## config.mk

```make
export PLATFORM = sky130hd
export DESIGN_NAME = failsafe_error_monitor
export DESIGN_NICKNAME = d
export VERILOG_FILES = /design/src/pkg/failsafe_pkg.sv /design/src/pkg/watchdog_if.sv /design/src/verilog/failsafe_error_monitor.sv /design/src/verilog/fault_counter.sv /design/src/verilog/watchdog_timer.sv
export VERILOG_INCLUDE_DIRS = /design/src /design/src/pkg
export SDC_FILE = /design/constraint.sdc
export NUM_CORES = 1
export LEC_CHECK = 0
export ABC_AREA = 1
export BUFFER_PORTS_ARGS = -buffer_cell sky130_fd_sc_hd__buf_4
export CAP_MARGIN = 30
export CORE_UTILIZATION = 60
export CTS_BUF_LIST = sky130_fd_sc_hd__clkbuf_4 sky130_fd_sc_hd__clkbuf_8
export CTS_CLUSTER_SIZE = 20
export DETAILED_ROUTE_END_ITERATION = 7
export MAX_ROUTING_LAYER = met4
export PLACE_DENSITY = 0.88
export SLEW_MARGIN = 25
export SYNTH_ARGS = -nofsm -noshare
export SYNTH_HDL_FRONTEND = slang
export SYNTH_SLANG_ARGS = --single-unit
```

## constraint.sdc

```tcl
create_clock -name hclk -period 5.95 [get_ports hclk]
set_clock_uncertainty 0.05 [all_clocks]
set_input_delay 0.8925 -clock hclk [delete_from_list [all_inputs] [get_ports hclk]]
set_output_delay 0.8925 -clock hclk [all_outputs]
set_load 0.05 [all_outputs]
```

## src/pkg/failsafe_regs.svh

```systemverilog
// Register offsets, field positions, reset values and timing counts
// of the failsafe error monitor. Definitions only.
`ifndef FAILSAFE_REGS_SVH
`define FAILSAFE_REGS_SVH

`define OFS_CONFIG 8'h00
`define OFS_CMV_LIMIT_A 8'h04
`define OFS_CMV_LIMIT_B 8'h08
`define OFS_CYCLE_TIME 8'h0C
`define OFS_ERROR_CODE 8'h10
`define OFS_STATUS 8'h14
`define OFS_COMMAND 8'h18

`define CFG_ROM_CHECK_ENABLE 0
`define CFG_SENSOR_CHECK_ENABLE 1
`define CFG_LEGACY_CONFIG_CHECK 2
`define CFG_RESET_ON_FAULT 3
`define CMD_RELOAD_FROM_EEPROM 0

`define ST_DIAG 0
`define ST_LATCHED 1
`define ST_TEMPORARY 2
`define ST_OSC 3
`define ST_MODE_LO 4

`define RST_CONFIG 4'h3
`define RST_CMV_LIMIT_A 16'hFF00
`define RST_CMV_LIMIT_B 16'hFFFF
`define RST_CYCLE_TIME 16'h1000

`define CMV_CHECK_OFF 16'hFF00
`define TEMP_FULL_14 16'h3FFF
`define TEMP_FULL_13 16'h1FFF

`define ERR_RAM_PARITY 16'hC001
`define ERR_REG_PARITY 16'hC002
`define ERR_EEPROM_MULTIBIT 16'hC004
`define ERR_WATCHDOG 16'hC008
`define ERR_SENSOR 16'hC010
`define ERR_EEPROM_SIGNATURE 16'hC0AA
`define ERR_ROM_SIGNATURE 16'hC0CC
`define ERR_INCONSISTENT 16'hC0FF

`define CLK_PERIOD_NS 10
`define OSC_DETECT_TIME_NS 200000
`define ROM_CHECK_TIME_NS 10000000
`define START_ROUTINE_CLOCKS 69632
`define FAIL_COUNT_ENTER 2'd2

`endif

```

## src/pkg/failsafe_pkg.sv

```systemverilog
// Types shared by the failsafe error monitor and its helpers.
// Assumes the constants of failsafe_regs.svh alongside.
package failsafe_pkg;

    typedef enum logic [1:0] {
        normal_run_state,
        calibration_command_state,
        diagnostic_fault_state
    } mode_t;

    typedef logic [15:0] code_t;

endpackage

```

## src/pkg/watchdog_if.sv

```systemverilog
// Signals between the monitor and its watchdog timer.
// Assumes both ends on the same clock.
`timescale 1ns/10ps
`default_nettype none

interface watchdog_if;
    logic restart;
    logic start_phase_done;
    logic cycle_done;
    logic pause;
    logic [31:0] start_limit;
    logic [16:0] cycle_limit;
    logic timeout;

    modport monitor (
        output restart,
        output start_phase_done,
        output cycle_done,
        output pause,
        output start_limit,
        output cycle_limit,
        input timeout
    );

    modport timer (
        input restart,
        input start_phase_done,
        input cycle_done,
        input pause,
        input start_limit,
        input cycle_limit,
        output timeout
    );
endinterface

`default_nettype wire

```

## src/verilog/failsafe_error_monitor.sv

```systemverilog
// Failsafe error monitor: collects fault detections, forms the error
// code, drives diagnostic mode and the serial output word.
// Assumes fault inputs come from logic on hclk; AHB-Lite single slave.
//
// The register offsets and the AHB-Lite interface to the registers are this design's own decisions.
`timescale 1ns/10ps
`default_nettype none
`include "failsafe_regs.svh"

// Overview of operation
// - Concurrent C0xx codes combine by bitwise OR
// - Watchdog timeout overwrites pending signature/config code
// - Watchdog: start 69632 clocks, plus ROM check time when enabled; cycle twice
// - RAM parity error gives C001 at once
// - Config register parity error gives C002 at once
// - EEPROM multi-bit error at start-up gives C004
// - EEPROM signature mismatch during readout gives C0AA
// - Enabled ROM signature failure gives C0CC
// - Older revisions: inconsistent configuration gives C0FF
// - Arithmetic self-check failure gives C010
// - Enabled sensor connection failure: temporary C010
// - Temperature at zero or full scale: temporary
// - Enabled sensor short checks, both biases: temporary
// - Common-mode limit violation, skipped at FF00
// - Oscillator fault within 200us, temporary, no code
// - Temporary mode: two fails enter, count-down leaves
// - Diagnostic mode loads code, forces serial interfaces
// - 16/15-bit temperature shifted to 14/13 bits
// - Output word MSB flags an error code
module failsafe_error_monitor
    import failsafe_pkg::*;
#(
    parameter int OSC_DETECT_CYCLES = `OSC_DETECT_TIME_NS / `CLK_PERIOD_NS,
    parameter int START_LIMIT_CYCLES = `START_ROUTINE_CLOCKS,
    parameter int ROM_CHECK_CYCLES = `ROM_CHECK_TIME_NS / `CLK_PERIOD_NS
)
(
    input wire logic hclk,
    input wire logic hresetn,
    input wire logic hsel,
    input wire logic [31:0] haddr,
    input wire logic [1:0] htrans,
    input wire logic hwrite,
    input wire logic [2:0] hsize,
    input wire logic [31:0] hwdata,
    input wire logic hready,
    output logic hreadyout,
    output logic hresp,
    output logic [31:0] hrdata,
    input wire logic command_mode,
    input wire logic undefined_command,
    input wire logic inconsistent_config,
    input wire logic start_phase_done,
    input wire logic cycle_done,
    input wire logic ram_parity_error,
    input wire logic config_reg_parity_error,
    input wire logic eeprom_readout_active,
    input wire logic eeprom_multibit_error,
    input wire logic eeprom_signature_error,
    input wire logic rom_signature_fail,
    input wire logic arithmetic_fail,
    input wire logic oscillator_fail,
    input wire logic check_strobe,
    input wire logic sensor_connection_fail,
    input wire logic sensor_short_pos_fail,
    input wire logic sensor_short_neg_fail,
    input wire logic [15:0] temperature_raw,
    input wire logic [1:0] temperature_resolution,
    input wire logic [15:0] common_mode_value,
    input wire logic [14:0] measurement_result,
    output logic [15:0] serial_output_word,
    output logic serial_force_enable,
    output logic diagnostic_active,
    output logic reset_request,
    output logic reload_from_eeprom
);

    localparam int OSC_SAMPLE_CYCLES = OSC_DETECT_CYCLES / 2;

    // Resolution code 0..3 stands for 13..16 bits
    function automatic logic temp_out_of_range(input logic [15:0] raw,
                                               input logic [1:0] res);
        logic [15:0] value;
        logic [15:0] full;
        value = res[1] ? (raw >> 2) : raw;
        full = res[0] ? `TEMP_FULL_14 : `TEMP_FULL_13;
        value = value & full;
        return (value == 16'h0000) || (value >= full);
    endfunction

    logic [7:0] addr_q;
    logic write_q;
    logic [3:0] config_bits;
    logic [15:0] cmv_limit_a;
    logic [15:0] cmv_limit_b;
    logic [15:0] cycle_time;
    code_t latched_code;
    code_t error_code;
    code_t next_error_code;
    code_t set_code;
    logic latched_dm;
    logic temp_active;
    logic osc_active;
    logic [31:0] osc_timer;
    logic osc_eval;
    logic sensor_fail;
    logic cmv_fail;
    logic ev_ram;
    logic ev_reg;
    logic ev_emc;
    logic ev_ecs;
    logic ev_rsc;
    logic ev_icc;
    logic ev_acc;
    logic ev_wdg;
    logic resettable;
    logic latching;
    logic reload_cmd;
    logic go_reset;
    mode_t mode;

    watchdog_if wd ();

    // Zero-wait slave; every transfer answers OKAY
    assign hreadyout = 1'b1;
    assign hresp = 1'b0;

    always_ff @(posedge hclk or negedge hresetn)
    begin
        if (!hresetn)
        begin
            addr_q <= 8'h00;
            write_q <= 1'b0;
        end
        else if (hready)
        begin
            addr_q <= haddr[7:0];
            write_q <= hsel && htrans[1] && hwrite && hsize == 3'b010;
        end
    end

    always_ff @(posedge hclk or negedge hresetn)
    begin
        if (!hresetn)
        begin
            config_bits <= `RST_CONFIG;
            cmv_limit_a <= `RST_CMV_LIMIT_A;
            cmv_limit_b <= `RST_CMV_LIMIT_B;
            cycle_time <= `RST_CYCLE_TIME;
        end
        else if (write_q)
        begin
            case (addr_q)
                `OFS_CONFIG: config_bits <= hwdata[3:0];
                `OFS_CMV_LIMIT_A: cmv_limit_a <= hwdata[15:0];
                `OFS_CMV_LIMIT_B: cmv_limit_b <= hwdata[15:0];
                `OFS_CYCLE_TIME: cycle_time <= hwdata[15:0];
                default: ;
            endcase
        end
    end

    assign reload_cmd = write_q && addr_q == `OFS_COMMAND
                        && hwdata[`CMD_RELOAD_FROM_EEPROM];

    // Read data sampled in the address phase, shown in the data phase
    always_ff @(posedge hclk or negedge hresetn)
    begin
        if (!hresetn)
            hrdata <= 32'h0000_0000;
        else if (hready && hsel && htrans[1] && !hwrite)
        begin
            case (haddr[7:0])
                `OFS_CONFIG: hrdata <= {28'h0000000, config_bits};
                `OFS_CMV_LIMIT_A: hrdata <= {16'h0000, cmv_limit_a};
                `OFS_CMV_LIMIT_B: hrdata <= {16'h0000, cmv_limit_b};
                `OFS_CYCLE_TIME: hrdata <= {16'h0000, cycle_time};
                `OFS_ERROR_CODE: hrdata <= {16'h0000, error_code};
                `OFS_STATUS: hrdata <= {26'h0, mode, osc_active,
                                        temp_active, latched_dm, diagnostic_active};
                default: hrdata <= 32'h0000_0000;
            endcase
        end
    end

    // Watchdog: ROM check lengthens the start routine when enabled
    assign wd.restart = reload_cmd;
    assign wd.start_phase_done = start_phase_done;
    assign wd.cycle_done = cycle_done;
    assign wd.pause = command_mode;
    assign wd.start_limit = START_LIMIT_CYCLES[31:0]
        + (config_bits[`CFG_ROM_CHECK_ENABLE] ? ROM_CHECK_CYCLES[31:0] : 32'd0);
    assign wd.cycle_limit = {cycle_time, 1'b0};

    watchdog_timer u_watchdog (
        .hclk(hclk),
        .hresetn(hresetn),
        .wd(wd)
    );

    // Latching fault events
    assign ev_wdg = wd.timeout;
    assign ev_ram = ram_parity_error;
    assign ev_reg = config_reg_parity_error;
    assign ev_emc = eeprom_multibit_error && eeprom_readout_active;
    assign ev_ecs = eeprom_signature_error && eeprom_readout_active;
    assign ev_rsc = rom_signature_fail && config_bits[`CFG_ROM_CHECK_ENABLE];
    assign ev_icc = config_bits[`CFG_LEGACY_CONFIG_CHECK]
                    && (inconsistent_config || (undefined_command && command_mode));
    assign ev_acc = arithmetic_fail;

    always_comb
    begin
        set_code = 16'h0000;
        if (ev_ram)
            set_code = set_code | `ERR_RAM_PARITY;
        if (ev_reg)
            set_code = set_code | `ERR_REG_PARITY;
        if (ev_emc)
            set_code = set_code | `ERR_EEPROM_MULTIBIT;
        if (ev_ecs)
            set_code = set_code | `ERR_EEPROM_SIGNATURE;
        if (ev_rsc)
            set_code = set_code | `ERR_ROM_SIGNATURE;
        if (ev_icc)
            set_code = set_code | `ERR_INCONSISTENT;
        if (ev_acc)
            set_code = set_code | `ERR_SENSOR;
    end

    assign resettable = ev_wdg || ev_ram || ev_reg || ev_acc;
    assign go_reset = resettable && config_bits[`CFG_RESET_ON_FAULT];
    assign latching = (resettable && !config_bits[`CFG_RESET_ON_FAULT])
                      || ev_emc || ev_ecs || ev_rsc || ev_icc;

    // Codes accumulate; a watchdog expiry replaces whatever was pending.
    // A fault in the reload cycle survives the clear.
    always_ff @(posedge hclk or negedge hresetn)
    begin
        if (!hresetn)
            latched_code <= 16'h0000;
        else if (ev_wdg)
            latched_code <= `ERR_WATCHDOG;
        else
            latched_code <= (reload_cmd ? 16'h0000 : latched_code) | set_code;
    end

    // No self-recovery: only reset or reload leaves this
    always_ff @(posedge hclk or negedge hresetn)
    begin
        if (!hresetn)
            latched_dm <= 1'b0;
        else if (latching)
            latched_dm <= 1'b1;
        else if (reload_cmd)
            latched_dm <= 1'b0;
    end

    always_ff @(posedge hclk or negedge hresetn)
    begin
        if (!hresetn)
        begin
            reset_request <= 1'b0;
            reload_from_eeprom <= 1'b0;
        end
        else
        begin
            reset_request <= go_reset;
            reload_from_eeprom <= reload_cmd;
        end
    end

    // Temporary checks, evaluated once per measurement cycle
    assign cmv_fail = cmv_limit_a != `CMV_CHECK_OFF
                      && (common_mode_value < cmv_limit_a
                          || common_mode_value > cmv_limit_b);
    assign sensor_fail = (config_bits[`CFG_SENSOR_CHECK_ENABLE]
                          && (sensor_connection_fail
                              || sensor_short_pos_fail || sensor_short_neg_fail))
                         || temp_out_of_range(temperature_raw, temperature_resolution)
                         || cmv_fail;

    fault_counter u_sensor_counter (
        .hclk(hclk),
        .hresetn(hresetn),
        .eval(check_strobe),
        .fail(sensor_fail),
        .active(temp_active)
    );

    // Two samples per detection window keep two-in-a-row inside 200us
    always_ff @(posedge hclk or negedge hresetn)
    begin
        if (!hresetn)
        begin
            osc_timer <= 32'd0;
            osc_eval <= 1'b0;
        end
        else if (osc_timer + 32'd1 >= OSC_SAMPLE_CYCLES[31:0])
        begin
            osc_timer <= 32'd0;
            osc_eval <= 1'b1;
        end
        else
        begin
            osc_timer <= osc_timer + 32'd1;
            osc_eval <= 1'b0;
        end
    end

    fault_counter u_osc_counter (
        .hclk(hclk),
        .hresetn(hresetn),
        .eval(osc_eval),
        .fail(oscillator_fail),
        .active(osc_active)
    );

    // Oscillator fault adds no code
    assign next_error_code = latched_code | (temp_active ? `ERR_SENSOR : 16'h0000);

    always_comb
    begin
        if (latched_dm || temp_active || osc_active)
            mode = diagnostic_fault_state;
        else if (command_mode)
            mode = calibration_command_state;
        else
            mode = normal_run_state;
    end

    always_ff @(posedge hclk or negedge hresetn)
    begin
        if (!hresetn)
        begin
            error_code <= 16'h0000;
            diagnostic_active <= 1'b0;
            serial_force_enable <= 1'b0;
        end
        else
        begin
            error_code <= next_error_code;
            diagnostic_active <= mode == diagnostic_fault_state;
            serial_force_enable <= mode == diagnostic_fault_state;
        end
    end

    // Error codes carry MSB set, measurements never do
    always_ff @(posedge hclk or negedge hresetn)
    begin
        if (!hresetn)
            serial_output_word <= 16'h0000;
        else if (mode == diagnostic_fault_state)
            serial_output_word <= next_error_code;
        else
            serial_output_word <= {1'b0, measurement_result};
    end
endmodule

`default_nettype wire

```

## src/verilog/fault_counter.sv

```systemverilog
// Up/down failure counter for temporary diagnostic handling.
// Assumes eval pulses once per check, with fail valid alongside.
`timescale 1ns/10ps
`default_nettype none

module fault_counter
    import failsafe_pkg::*;
(
    input wire logic hclk,
    input wire logic hresetn,
    input wire logic eval,
    input wire logic fail,
    output logic active
);
    `include "failsafe_regs.svh"

    logic [1:0] count;

    // Saturating count: up on fail, down on pass
    always_ff @(posedge hclk or negedge hresetn)
    begin
        if (!hresetn)
            count <= 2'd0;
        else if (eval && fail && count != `FAIL_COUNT_ENTER)
            count <= count + 2'd1;
        else if (eval && !fail && count != 2'd0)
            count <= count - 2'd1;
    end

    // Enter on two consecutive fails, leave once counted down to zero
    always_ff @(posedge hclk or negedge hresetn)
    begin
        if (!hresetn)
            active <= 1'b0;
        else if (eval && fail && count == `FAIL_COUNT_ENTER - 2'd1)
            active <= 1'b1;
        else if (eval && !fail && count <= 2'd1)
            active <= 1'b0;
    end
endmodule

`default_nettype wire

```

## src/verilog/watchdog_timer.sv

```systemverilog
// Watchdog for the start routine and the measurement cycle.
// Assumes limits stable while counting; timeout is a one-cycle pulse.
`timescale 1ns/10ps
`default_nettype none

module watchdog_timer
    import failsafe_pkg::*;
(
    input wire logic hclk,
    input wire logic hresetn,
    watchdog_if.timer wd
);
    logic [31:0] count;
    logic in_start;
    logic expired;
    logic [31:0] limit;

    assign limit = in_start ? wd.start_limit : {15'd0, wd.cycle_limit};

    always_ff @(posedge hclk or negedge hresetn)
    begin
        if (!hresetn)
            in_start <= 1'b1;
        else if (wd.restart)
            in_start <= 1'b1;
        else if (wd.start_phase_done)
            in_start <= 1'b0;
    end

    // One report per expiry; a new kick rearms it
    always_ff @(posedge hclk or negedge hresetn)
    begin
        if (!hresetn)
        begin
            count <= 32'd0;
            expired <= 1'b0;
            wd.timeout <= 1'b0;
        end
        else
        begin
            wd.timeout <= 1'b0;
            if (wd.restart || wd.start_phase_done || (wd.cycle_done && !in_start))
            begin
                count <= 32'd0;
                expired <= 1'b0;
            end
            else if (!wd.pause && !expired)
            begin
                if (count >= limit)
                begin
                    expired <= 1'b1;
                    wd.timeout <= 1'b1;
                end
                else
                    count <= count + 32'd1;
            end
        end
    end
endmodule

`default_nettype wire

```

==> summary.md <==
| Metric | Value |
|---|---|
| Post-synthesis register bit count | 191 |
| CP Capture Type | flip-flop |
| Clock Path Buffers | 2 |
| Util after Layout | 0.7101 |
| Post-synthesis cell count | 1,369 |
| Initial DRC count | 791 |
| GPL Wtd Cong | 0.9634 |
| Starting Density | 0.6158 |
| MaxCap Viol Count | 0 |
| Hold path cells | 0 |
| FF-to-FF Start | config_bits[0] |
| Root Buffer | clkbuf_8 |
| R2R depth | 18 |
| Global Route Usage Sum | 0.3274 |
| Num CTS Buffers | 17 |
| Tmin final | 3.333 ns |
| Pleak | between 6 and 7 nW |
| CTS tree | yes |
| Count of final hold-check violations | 0 |
| Reg2reg setup slack | 2.62 ns |
| FFs w/ async S/R, synth | 1.000 |
| DR WL/cell | 15.64 um |
| Final setup viols | 0 |
| Synth top area share | 0.3816 |
| Relative slew slack | 0.3447 |
| Routed WL | approximately 27 mm |
| Metal2 WL | 12.68 mm |
| Critical Path, Cell by Cell | nand2_1 > inv_1 > a21oi_1 > ha_1 > nand2_1 > inv_1 > nand3_1 > nor3_1 > nand2_1 > nand2_1 > nand2_1 > nand3_1 > nor2_1 > buf_4 > nor2_1 > buf_4 > nand2_1 > nand2_1 |
| Postcts setup bufs | 0 |
| Vias in the first global route | 9,205 |
| CTS sink cnt | roughly 190 |
| Area contributors post-synth | dfrtp_1 (38%), nand2_1 (13%), dfstp_2 (6.9%), ha_1 (6.6%), inv_1 (6.2%) |
| Worst path required time | 6.32 ns |
| Worst-margin pin slew | 0.9754 ns |
| Slowest stage delay, CP | 0.60 ns |
| Crit path max fanout | 24 |
| Power per cell area | about 210 nW/um^2 |
| Worst setup SP type | flip-flop |
| Ant diodes | 0 |
| Hold wc startpoint | latched_code[0] |
| Hold Crit Class | flip-flop to flip-flop |
| Metal3 WL | 1.893 mm |
| Final period util | 0.5601 |
| DRT Pass-1 Iters | 7 |
| Wl on met1 | approximately 12 mm |
| TNS Setup | 0 ns |
| Crit Path Class | flip-flop to flip-flop |
| Half-perimeter wire length after placement | 21.46 mm |
| Vias per cell | 5.496 |
| Placement row count | 48 |
| Via count | 9,645 |
| Fillers | 1,410 |
| Area Overhead vs Synth | 15.30% |
| Global-route wire length before repair | 45.01 mm |
| Htree depth | 4 |
| Antenna violations before repair | 0 |
| RSZ-0062 raised after global routing | no |
| DRC violations left | 0 |
| Slowest cell on crit path | dfstp_2 |
| Syn_area_per_cell | roughly 7.8 um^2 |
| Arrival @ worst endpoint | 3.70 ns |
| Ports | just under 200 |
| Die area | between 15,000 and 20,000 um^2 |
| Clk pin slew, worst setup/hold paths | 0.09 ns |
| Die X | around 140 um |
| Most used cell, CP | nand2_1 |
| CTS Hold Buffers Added | 0 |
| Status | finished clean |
| Peak VDD IR | 0.1737 mV |
| Number of synthesized flops with an enable pin | 0 |
| Worst skew pair latency | 0.48 ns |
| Most frequent cells after synthesis | nand2_1 (375), inv_1 (177), dfrtp_1 (163), nor2_1 (118), o21ai_0 (115) |
| FMAX | 300.1 MHz |
| Layout cells sized above 1 | 0.1510 |
| Core area | 17,360 um^2 |
| Nets | about 1.7k |
| Seq/Total Area, Yosys | 0.4504 |
| Most numerous cell in the Yosys netlist | nand2_1 |
| Largest net degree at the start of global routing | 88 |
| Final Non-Filler Cells | 1,755 |
| Post-CTS Resized | 0 |
| Syn. warnings | 0 |
| Slew Viols, Final | 0 |
| # placed instances | about 1.7k |
| Main synth FF type | dfrtp_1 |
| Chip Height | 135.5 um |
| Gr ovfl total | 0 |
| Synthesized area | between 10,000 and 15,000 um^2 |
| Post-synth top area cell | dfrtp_1 |
| Highest Signal Layer | met4 |
| Antenna-violating nets left | 0 |
| Reg-to-reg endpoint | u_watchdog.count[20] |
| Netlist cell types | 42 |
| Hold worst-path end | error_code[0] |
| Hold_ws | around 0.36 ns |
| Buffers added on ports | 134 |
==> final cells by class <==
cell class                      instances  area (um^2)  area share
Clock inverter                         13        137.6     0.01117
Sequential cell                       191         4815      0.3907
Timing Repair Buffer                  144         1100     0.08924
Tap cell                              225        281.5     0.02284
Inverter                              181        679.4     0.05513
Clock buffer                           19        255.2     0.02071
Multi-Input combinational cell        982         5056      0.4103
==> power by group <==
| part | switching (W) | internal [W] |
|---|---|---|
| logic | 0.000213 | 0.000122 |
| registers | 0.0000384 | 0.00134 |
| clock network | 0.000475 | 0.000391 |
==> worst max-delay path by stage <==
stage	startpoint	endpoint	slack (ns)	depth (start not counted)
detailed placement	config_bits[0]	u_watchdog.count[20]	2.67	18
global placement	config_bits[0]	u_watchdog.count[20]	2.79	18
finish	config_bits[0]	u_watchdog.count[20]	2.62	18
CTS	config_bits[0]	u_watchdog.count[20]	2.64	18
global route	config_bits[0]	u_watchdog.count[20]	2.28	18
floorplan	u_watchdog.in_start	u_watchdog.count[2]	3.50	17
==> cell usage in the layout, fill, tap and decap left out, drive strengths merged <==
cell type	instances
nand2	376
inv	183
dfrtp	163
buf	143
nor2	130
o21ai	115
ha	56
nand3	50
a21oi	41
nor3	38
conb	36
nand4	31
dfstp	28
xor2	25
nand3b	21
clkbuf	20
o22ai	19
xnor2	11
nor4	9
clkinv	8
or2	6
o31ai	4
o2111ai	3
nor3b	3
o21a	2
a211oi	2
bufinv	2
a31oi	1
or3	1
o221ai	1
a21o	1
clkinvlp	1
==> per-stage QoR <==
| step | area (um^2) | power [W] | setup slack, ns |
|---|---|---|---|
| 6_report | 12320 | 0.002583 | 2.618 |
| 5_1_grt | 12320 | 0.002685 | 2.280 |
| 4_1_cts | 12290 | 0.002591 | 2.637 |
| 3_5_place_dp | 11900 | 0.001739 | 2.665 |
| 3_3_place_gp | 11900 | 0.001720 | 2.794 |
| 2_1_floorplan | 10820 | 0.001602 | 3.503 |
==> cell families (layout without fill, tap and decap cells) <==
kind of cell	Yosys count	count (layout)	share of synthesized area
AND/OR/NAND/NOR	665	665	0.2703
buffers and inverters	230	357	0.08849
flip-flops	191	191	0.4504
AO/OA/AOI/OAI	189	189	0.09435
adder cells (fa/ha/maj)	56	56	0.06555
XOR/XNOR	36	36	0.03020
other	2	36	0.0007026
==> metal layers <==
metal / up-vias / GRT usage
met2: 374 / 0.4963
met3: 56 / 0.05836
met1: 4557 / 0.4426
met5: - / -
met4: 0 / 0.1174
li1: 4658 / -
==> state kept, by name, indices dropped and copies added (netlist names), 2 cells and up <==
| name | count |
|---|---|
| u_osc_counter.count | 2 |
| hrdata | 16 |
| latched_code | 10 |
| cycle_time | 16 |
| cmv_limit_a | 16 |
| error_code | 10 |
| u_watchdog.count | 32 |
| addr_q | 8 |
| config_bits | 4 |
| cmv_limit_b | 16 |
| osc_timer | 32 |
| serial_output_word | 16 |
| u_sensor_counter.count | 2 |
==> critical path, delay by kind of cell (launching register included) <==
kind / cells / cell delay [ns]
compound gates: 1 / 0.05
fa+ha+maj: 1 / 0.30
buf+inv: 4 / 0.69
flops: 1 / 0.60
simple gates: 12 / 1.60
Note: power is estimated with default switching activity, not from simulation.
